### src/udic_pkg.sv
// Constants for the USB device interrupt control block: register offsets,
// bit positions, reset values and timing counts.
// Assumes a 100 MHz peripheral clock and word-wide AHB-Lite accesses.
package udic_pkg;

  // Register offsets (byte addresses within the block)
  localparam logic [11:0] OFF_ENABLE = 12'h010;
  localparam logic [11:0] OFF_DISABLE = 12'h014;
  localparam logic [11:0] OFF_MASK = 12'h018;
  localparam logic [11:0] OFF_STATUS = 12'h01C;
  localparam logic [11:0] OFF_CLEAR = 12'h020;

  // Bit positions shared by enable, disable, mask, status and clear
  localparam int unsigned EP_COUNT = 4;
  localparam int unsigned BIT_SUSPEND = 8;
  localparam int unsigned BIT_RESUME = 9;
  localparam int unsigned BIT_FRAME = 11;
  localparam int unsigned BIT_BUSRST = 12;
  localparam int unsigned BIT_WAKEUP = 13;

  localparam logic [31:0] MASKABLE_BITS = 32'h0000_2B0F;
  localparam logic [31:0] CLEARABLE_BITS = 32'h0000_3B00;
  localparam logic [31:0] UNMASKABLE_BITS = 32'h0000_1000;
  localparam logic [31:0] MASK_RESET = 32'h0000_0200;
  localparam logic [31:0] STATUS_RESET = 32'h0000_0000;

  // Idle time before suspend
  localparam int unsigned SUSPEND_IDLE_US = 3000;
  localparam int unsigned CLK_PERIOD_NS = 10;
  localparam int unsigned SUSPEND_IDLE_CYCLES = SUSPEND_IDLE_US * 1000 / CLK_PERIOD_NS;
  localparam int unsigned IDLE_CNT_W = 19;

  // Indices into the synchronised USB-domain input vector
  localparam int unsigned SYN_W = 4;
  localparam int unsigned SYN_ACTIVE = 0;
  localparam int unsigned SYN_RESUME = 1;
  localparam int unsigned SYN_FRAME = 2;
  localparam int unsigned SYN_BUSRST = 3;

  // AHB-Lite encodings
  localparam logic [1:0] HTRANS_NONSEQ = 2'h2;
  localparam logic [2:0] HSIZE_WORD = 3'h2;
  localparam logic HRESP_OKAY = 1'h0;

  typedef enum logic {udic_st_active, udic_st_suspended} udic_state_t;

endpackage : udic_pkg

### src/udic_top.sv
// Interrupt enable, disable, mask, status and clear logic of a full-speed
// USB device port, reached over an AHB-Lite slave port.
// Assumes endpoint flags come from logic on hclk; bus_active, resume_signal,
// frame_start_toggle and bus_reset_active come from the USB clock domain.
//
// Contract
// - Enable write of one to endpoint bits 0-3 sets those mask bits.
// - Enable write sets suspend, resume, frame and wakeup mask bits 8,9,11,13.
// - Disable write of one to an endpoint bit clears that mask bit.
// - Disable write clears suspend, resume, frame, wakeup mask bits likewise.
// - Mask register reads one for each enabled source, zero otherwise.
// - Mask bit 12 always reads one; bus-reset-done cannot be masked.
// - Resume mask bit is enabled out of reset.
// - Endpoint status is high while any of its five flags is set.
// - Endpoint status stays until the flag clears; clear register has none.
// - After 3 ms bus idle, set suspend status and enter suspend mode.
// - Resume signalling on the bus sets the resume status bit.
// - Every start-of-frame token sets the frame status bit.
// - Bus reset completion sets bus-reset-done; firmware readies endpoint 0.
// - Host resume or reset sets wakeup status; firmware clears it after reset.
// - Clear register ones clear suspend, resume, frame, bus-reset, wakeup status.
`timescale 1ns/100ps

module udic_top
  import udic_pkg::*;
#(
  parameter int unsigned IDLE_CYCLES = SUSPEND_IDLE_CYCLES
) (
  input wire logic hclk,
  input wire logic hresetn,
  input wire logic hsel,
  input wire logic [31:0] haddr,
  input wire logic [1:0] htrans,
  input wire logic hwrite,
  input wire logic [2:0] hsize,
  input wire logic [31:0] hwdata,
  input wire logic hready,
  output logic hreadyout,
  output logic [31:0] hrdata,
  output logic hresp,
  input wire logic [EP_COUNT-1:0] setup_received_flag,
  input wire logic [EP_COUNT-1:0] bank0_received_flag,
  input wire logic [EP_COUNT-1:0] bank1_received_flag,
  input wire logic [EP_COUNT-1:0] transmit_done_flag,
  input wire logic [EP_COUNT-1:0] stall_acknowledged_flag,
  input wire logic bus_active,
  input wire logic resume_signal,
  input wire logic frame_start_toggle,
  input wire logic bus_reset_active,
  output logic irq,
  output logic suspended
);

  localparam logic [IDLE_CNT_W-1:0] IDLE_LAST = IDLE_CNT_W'(IDLE_CYCLES - 1);

  function automatic logic [31:0] onehot(input int unsigned pos, input logic ev);
    onehot = ev ? (32'h0000_0001 << pos) : 32'h0000_0000;
  endfunction : onehot

  // USB-domain inputs: three stages, filtered value follows once stages 2 and 3 agree
  logic [SYN_W-1:0] sync1;
  logic [SYN_W-1:0] sync2;
  logic [SYN_W-1:0] sync3;
  logic [SYN_W-1:0] filt;
  logic [SYN_W-1:0] filt_d;
  logic [SYN_W-1:0] next_filt;
  logic [SYN_W-1:0] usb_in;

  assign usb_in = {bus_reset_active, frame_start_toggle, resume_signal, bus_active};

  always_comb begin
    next_filt = (~(sync2 ^ sync3) & sync3) | ((sync2 ^ sync3) & filt);
  end

  always_ff @(posedge hclk or negedge hresetn) begin
    if (!hresetn) begin
      sync1 <= '0;
      sync2 <= '0;
      sync3 <= '0;
      filt <= '0;
      filt_d <= '0;
    end else begin
      sync1 <= usb_in;
      sync2 <= sync1;
      sync3 <= sync2;
      filt <= next_filt;
      filt_d <= filt;
    end
  end

  logic resume_evt;
  logic frame_evt;
  logic busrst_start_evt;
  logic busrst_done_evt;
  logic suspend_evt;

  assign resume_evt = filt[SYN_RESUME] & ~filt_d[SYN_RESUME];
  // The frame line toggles once per token, so either edge is one frame
  assign frame_evt = filt[SYN_FRAME] ^ filt_d[SYN_FRAME];
  assign busrst_start_evt = filt[SYN_BUSRST] & ~filt_d[SYN_BUSRST];
  assign busrst_done_evt = ~filt[SYN_BUSRST] & filt_d[SYN_BUSRST];

  // Suspend detection
  udic_state_t state;
  udic_state_t next_state;
  logic [IDLE_CNT_W-1:0] idle_count;
  logic [IDLE_CNT_W-1:0] next_idle_count;

  always_comb begin
    next_state = state;
    next_idle_count = idle_count;
    suspend_evt = 1'b0;
    if (filt[SYN_ACTIVE]) begin
      next_idle_count = '0;
    end else if (idle_count != IDLE_LAST) begin
      next_idle_count = idle_count + IDLE_CNT_W'(1);
    end
    case (state)
      udic_st_active: begin
        if (!filt[SYN_ACTIVE] && idle_count == IDLE_LAST) begin
          suspend_evt = 1'b1;
          next_state = udic_st_suspended;
        end
      end
      udic_st_suspended: begin
        if (filt[SYN_ACTIVE] || resume_evt || busrst_start_evt) begin
          next_state = udic_st_active;
        end
      end
      default: begin
        next_state = udic_st_active;
      end
    endcase
  end

  always_ff @(posedge hclk or negedge hresetn) begin
    if (!hresetn) begin
      state <= udic_st_active;
      idle_count <= '0;
    end else begin
      state <= next_state;
      idle_count <= next_idle_count;
    end
  end

  assign suspended = (state == udic_st_suspended);

  // AHB-Lite slave: zero wait states, writes land in the data phase
  logic wr_pend;
  logic [11:0] wr_addr;
  logic [31:0] next_hrdata;
  logic next_wr_pend;
  logic [11:0] next_wr_addr;
  logic addr_take;
  logic wr_fire;

  logic [31:0] mask;
  logic [31:0] next_mask;
  logic [31:0] mask_view;
  logic [31:0] status_reg;
  logic [31:0] next_status;
  logic [31:0] status_view;
  logic [31:0] set_evts;
  logic [EP_COUNT-1:0] ep_any;
  logic next_irq;
  // Sources that are both raised and enabled; any one drives the interrupt
  logic [31:0] pending;

  assign addr_take = hsel && hready && htrans == HTRANS_NONSEQ && hsize == HSIZE_WORD;
  assign wr_fire = wr_pend;
  assign hreadyout = 1'b1;
  assign hresp = HRESP_OKAY;

  // Endpoint bits are live views of the endpoint flags, so they clear only
  // when firmware clears the flag in the endpoint's own register
  assign ep_any = setup_received_flag | bank0_received_flag | bank1_received_flag
                  | transmit_done_flag | stall_acknowledged_flag;
  assign status_view = (status_reg & CLEARABLE_BITS) | {28'h000_0000, ep_any};
  assign mask_view = (mask & MASKABLE_BITS) | UNMASKABLE_BITS;
  assign pending = status_view & mask_view;

  always_comb begin
    next_wr_pend = addr_take && hwrite;
    next_wr_addr = haddr[11:0];
    next_hrdata = 32'h0000_0000;
    if (addr_take && !hwrite) begin
      case (haddr[11:0])
        OFF_MASK: next_hrdata = mask_view;
        OFF_STATUS: next_hrdata = status_view;
        default: next_hrdata = 32'h0000_0000;
      endcase
    end
  end

  always_comb begin
    next_mask = mask;
    if (wr_fire && wr_addr == OFF_ENABLE) begin
      next_mask = mask | (hwdata & MASKABLE_BITS);
    end else if (wr_fire && wr_addr == OFF_DISABLE) begin
      next_mask = mask & ~(hwdata & MASKABLE_BITS);
    end
  end

  always_comb begin
    set_evts = onehot(BIT_SUSPEND, suspend_evt)
               | onehot(BIT_RESUME, resume_evt)
               | onehot(BIT_FRAME, frame_evt)
               | onehot(BIT_BUSRST, busrst_done_evt)
               | onehot(BIT_WAKEUP, resume_evt | busrst_start_evt);
    next_status = status_reg;
    if (wr_fire && wr_addr == OFF_CLEAR) begin
      next_status = status_reg & ~(hwdata & CLEARABLE_BITS);
    end
    // An event in the cycle of its clear survives the clear
    next_status = next_status | set_evts;
    next_irq = |pending;
  end

  always_ff @(posedge hclk or negedge hresetn) begin
    if (!hresetn) begin
      wr_pend <= 1'b0;
      wr_addr <= 12'h000;
      hrdata <= 32'h0000_0000;
      mask <= MASK_RESET;
      status_reg <= STATUS_RESET;
      irq <= 1'b0;
    end else begin
      wr_pend <= next_wr_pend;
      wr_addr <= next_wr_addr;
      hrdata <= next_hrdata;
      mask <= next_mask;
      status_reg <= next_status;
      irq <= next_irq;
    end
  end

  enable_sets_a: assert property (
    @(posedge hclk) disable iff (!hresetn)
    (wr_fire && wr_addr == OFF_ENABLE)
    |=> ((mask_view & $past(hwdata) & MASKABLE_BITS) == ($past(hwdata) & MASKABLE_BITS))
  ) else $error("enable write did not set mask bits");

  disable_clears_a: assert property (
    @(posedge hclk) disable iff (!hresetn)
    (wr_fire && wr_addr == OFF_DISABLE) |=> ((mask_view & $past(hwdata) & MASKABLE_BITS) == 0)
  ) else $error("disable write did not clear mask bits");

  mask_read_a: assert property (
    @(posedge hclk) disable iff (!hresetn)
    (addr_take && !hwrite && haddr[11:0] == OFF_MASK)
    |=> (hrdata[BIT_BUSRST] && hrdata == $past(mask_view))
  ) else $error("mask read lost bit 12 or mismatched");

  ep_status_a: assert property (
    @(posedge hclk) disable iff (!hresetn)
    (addr_take && !hwrite && haddr[11:0] == OFF_STATUS)
    |=> (hrdata[EP_COUNT-1:0] == $past(ep_any))
  ) else $error("endpoint status does not follow its flags");

  suspend_entry_a: assert property (
    @(posedge hclk) disable iff (!hresetn)
    (state == udic_st_active && !filt[SYN_ACTIVE] && idle_count == IDLE_LAST)
    |=> (status_reg[BIT_SUSPEND] && suspended)
  ) else $error("idle timeout did not suspend");

  resume_sets_a: assert property (
    @(posedge hclk) disable iff (!hresetn)
    $rose(filt[SYN_RESUME]) |=> (status_reg[BIT_RESUME] && status_reg[BIT_WAKEUP])
  ) else $error("resume did not set resume and wakeup");

  frame_sets_a: assert property (
    @(posedge hclk) disable iff (!hresetn)
    (filt[SYN_FRAME] != filt_d[SYN_FRAME]) |=> status_reg[BIT_FRAME]
  ) else $error("frame token missed");

  busrst_done_a: assert property (
    @(posedge hclk) disable iff (!hresetn)
    $fell(filt[SYN_BUSRST]) |=> status_reg[BIT_BUSRST]
  ) else $error("bus reset end not flagged");

  clear_works_a: assert property (
    @(posedge hclk) disable iff (!hresetn)
    (wr_fire && wr_addr == OFF_CLEAR && hwdata[BIT_FRAME] && !frame_evt)
    |=> !status_reg[BIT_FRAME]
  ) else $error("clear write left frame status set");

  irq_follows_a: assert property (
    @(posedge hclk) disable iff (!hresetn)
    ##1 (irq == ($past(pending) != 32'h0000_0000))
  ) else $error("interrupt output disagrees with status and mask");

  suspend_exit_a: assert property (
    @(posedge hclk) disable iff (!hresetn)
    (state == udic_st_suspended && filt[SYN_ACTIVE]) |=> !suspended
  ) else $error("bus activity did not end suspend mode");

  busrst_unmasked_a: assert property (
    @(posedge hclk) disable iff (!hresetn)
    status_reg[BIT_BUSRST] |=> irq
  ) else $error("bus reset done status did not raise the interrupt");

endmodule : udic_top

### config.mk
export PLATFORM = sky130hd
export DESIGN_NAME = udic_top
export DESIGN_NICKNAME = d
export VERILOG_FILES = /design/src/udic_pkg.sv /design/src/udic_top.sv
export SDC_FILE = /design/constraint.sdc
export NUM_CORES = 1
export LEC_CHECK = 0
export BUFFER_PORTS_ARGS = -buffer_cell sky130_fd_sc_hd__buf_2
export CORE_ASPECT_RATIO = 0.8
export CORE_MARGIN = 10
export CORE_UTILIZATION = 51
export CTS_CLUSTER_SIZE = 14
export DETAILED_ROUTE_END_ITERATION = 10
export MAX_ROUTING_LAYER = met4
export PLACE_DENSITY = 0.84
export SYNTH_ARGS = -nofsm -noshare
export SYNTH_HDL_FRONTEND = slang
export SYNTH_SLANG_ARGS = --single-unit
### constraint.sdc
create_clock -name hclk -period 3.65 [get_ports hclk]
set_input_delay 0.1825 -clock hclk [delete_from_list [all_inputs] [get_ports hclk]]
set_output_delay 0.1825 -clock hclk [all_outputs]
set_load 0.005 [all_outputs]
==> results.sh <==
export IMPL_status="completed"
export IMPL_synthTopCellsByCount="74 x dfrtp_1, 25 x buf_4, 24 x nor2_1"
export IMPL_crit_start="wr_addr[8]"
export IMPL_core_sq_um=6010
export IMPL_finalSetupTns_ns=0
export IMPL_max_freq_mhz=495
export IMPL_r2r_start="wr_addr[8]"
export IMPL_register_area_sq_um=1880
export IMPL_power_density_nw_per_um2=410
export IMPL_clk_pin_slew_ns=0.08
export IMPL_port_buffer_count=65
export IMPL_die_area_sq_um=9870
export IMPL_clock_sinks=75
export IMPL_via_per_inst=5.27
export IMPL_initial_core_util=0.534
export IMPL_yosysSeqAreaShare=0.586
export IMPL_fin_crit_ns=2.02
export IMPL_ys_types=49
export IMPL_end_kind="flip-flop"
export IMPL_n_fill_cell=474
export IMPL_crit_buf_inv=0
export IMPL_vias=2376
export IMPL_cp_max_fo=8
export IMPL_drv_cap=0
export IMPL_vdd_drop_max_mv=0.359
export IMPL_drv_slew=0
export IMPL_p_total_w=0.00159
export IMPL_crit_chain="or4b_4, nor4_4, nand2_1, mux2_1"
export IMPL_ys_seq_elements=75
export IMPL_drt_iter0_markers=71
export IMPL_dpl_hpwl_um=5310
export IMPL_cts_setup_buffers=0
export IMPL_grt_max_degree=36
export IMPL_synth_most_common_cell="dfrtp_1"
export IMPL_skew_ns=0.00837
export IMPL_hold_viol=0
export IMPL_worst_r2r_cell_count=4
export IMPL_crit_family="simple AND/OR/NAND/NOR gates"
export IMPL_crit_cells=4
export IMPL_worstPathArrival_ns=2.25
export IMPL_synth_top_area_cell="dfrtp_1"
export IMPL_crit_path_start_kind="flip-flop"
export IMPL_die_h_um=90.9
export IMPL_grt_pass1_vias=2400
export IMPL_slowest_delay_ns=0.56
export IMPL_ant_nets=0
export IMPL_synth_warnings=0
export IMPL_clock_latency_ns=0.35
export IMPL_synth_edff_count=0
export IMPL_area_growth_pct=21.3
export IMPL_tightest_slew_ns=0.733
export IMPL_rsz0062_at_grt="no"
export IMPL_io_pins=134
export IMPL_cts_buffer_depth=2
export IMPL_grt_usage=0.150
export IMPL_root_buffer="clkbuf_8"
export IMPL_worst_path_max_delay_cell="or4b_4"
export IMPL_die_w_um=109
export IMPL_dr_pass1_iters=4
export IMPL_finalSetupViolCount=0
export IMPL_drive_above_1_share=0.247
export IMPL_grt_pass1_wl_um=11300
export IMPL_std_cell_rows=25
export IMPL_avgSynthCellArea_sq_um=11.6
export IMPL_syn_inst=276
export IMPL_antenna_found_initial=1
export IMPL_wl_um=7040
export IMPL_h_tree_depth=3
export IMPL_slew_headroom=0.511
export IMPL_ys_flop_type="dfrtp_1"
export IMPL_cts_inserted_buffers=9
export IMPL_yosys_top_cells_area="dfrtp_1 58%, buf_4 5.9%, mux2_1 2.8%, nor2_1 2.8%, nand2_1 2.3%"
export IMPL_synthArstFlopShare=1.00
export IMPL_place_gp_congestion=0.883
export IMPL_netlist_area_leader_share=0.578
export IMPL_nets=464
export IMPL_leakage_nw=1.80
export IMPL_drc_errors=0
export IMPL_rrSetupSlack_ns=1.63
export IMPL_synth_cell_area_sq_um=3200
export IMPL_multi_input_area_sq_um=1200
export IMPL_holdCritPathClass="in2reg"
export IMPL_cp_required_ns=3.88
export IMPL_avgRoutedWirePerCell_um=15.6
export IMPL_cts_resized=0
export IMPL_grt_overflow_total=0
export IMPL_cts_tree="yes"
export IMPL_crit_type="reg2reg"
export IMPL_finalCritPeriodShare=0.554
## area by class of cell
type / instances / share of cell area
diodes: 1 / 0.000644
flip-flops and latches: 75 / 0.483
clock buffers: 9 / 0.0319
multi-input cells: 192 / 0.308
repair buffers: 83 / 0.129
clock inverters: 6 / 0.0171
well taps: 81 / 0.0261
inverters: 4 / 0.00386
## routing by layer
layer  vias up  wire length (um)  global-route usage
met5         -                 0                   -
met4         0                97              0.0559
met3        11               525              0.0506
li1       1124                 -                   -
met2        92              3650               0.237
met1      1149              2760               0.172
## kinds of logic after synthesis
kind of cell | share of synthesized area
simple gates | 0.180
flops | 0.586
compound gates | 0.0789
buf+inv | 0.0668
mux | 0.0476
xor+xnor | 0.0219
fa+ha+maj | 0.0164
other cells | 0.00234
## per-stage QoR
stage	util	hold slack (ns)	instances	worst slack, ns	area (sq um)
after CTS	0.647	0.0434	450	1.62	3880
final	0.647	0.0584	451	1.63	3890
after global routing	0.647	0.0501	451	1.52	3890
after detailed placement	0.588	0.280	419	1.64	3530
after global placement	0.588	0.265	419	1.70	3530
after floorplan	-	-0.113	299	1.83	3290
## timing repair
item | CTS | global route
endpoints found under the hold margin | 46 | 0
hold buffers | 16 | 0
setup endpoints to repair | 0 | 0
## placed cells by master (no fill, tap or decap), types with 6 or more instances in the layout
cell type      instances
dfrtp_1               74
buf_2                 65
conb_1                25
nor2_1                24
nand2_1               20
dlygate4sd3_1         16
a21oi_1               10
nand3_1               10
clkbuf_8               9
nand4_1                8
mux2_1                 8
o21ai_0                6
## power by group
| part | leakage (nW) | switching (W) | internal (W) |
|---|---|---|---|
| combinational | 0.778 | 0.0000532 | 0.0000510 |
| clock | 0.0877 | 0.000298 | 0.000312 |
| sequential | 0.939 | 0.0000235 | 0.000857 |
| total | 1.80 | 0.000374 | 0.00122 |
## worst min-delay path by stage
stage,from,to,slack [ns],depth (start not counted)
3_5_place_dp,hresetn,idle_count[17],0.28,1
6_report,hwrite,wr_fire,0.06,2
4_1_cts,hwrite,wr_fire,0.04,2
2_1_floorplan,hresetn,asynchronous set/reset pin,-0.11,0
3_3_place_gp,hresetn,idle_count[17],0.26,1
5_1_grt,hwrite,wr_fire,0.05,2
No activity file was read; power rests on OpenSTA's default activity.
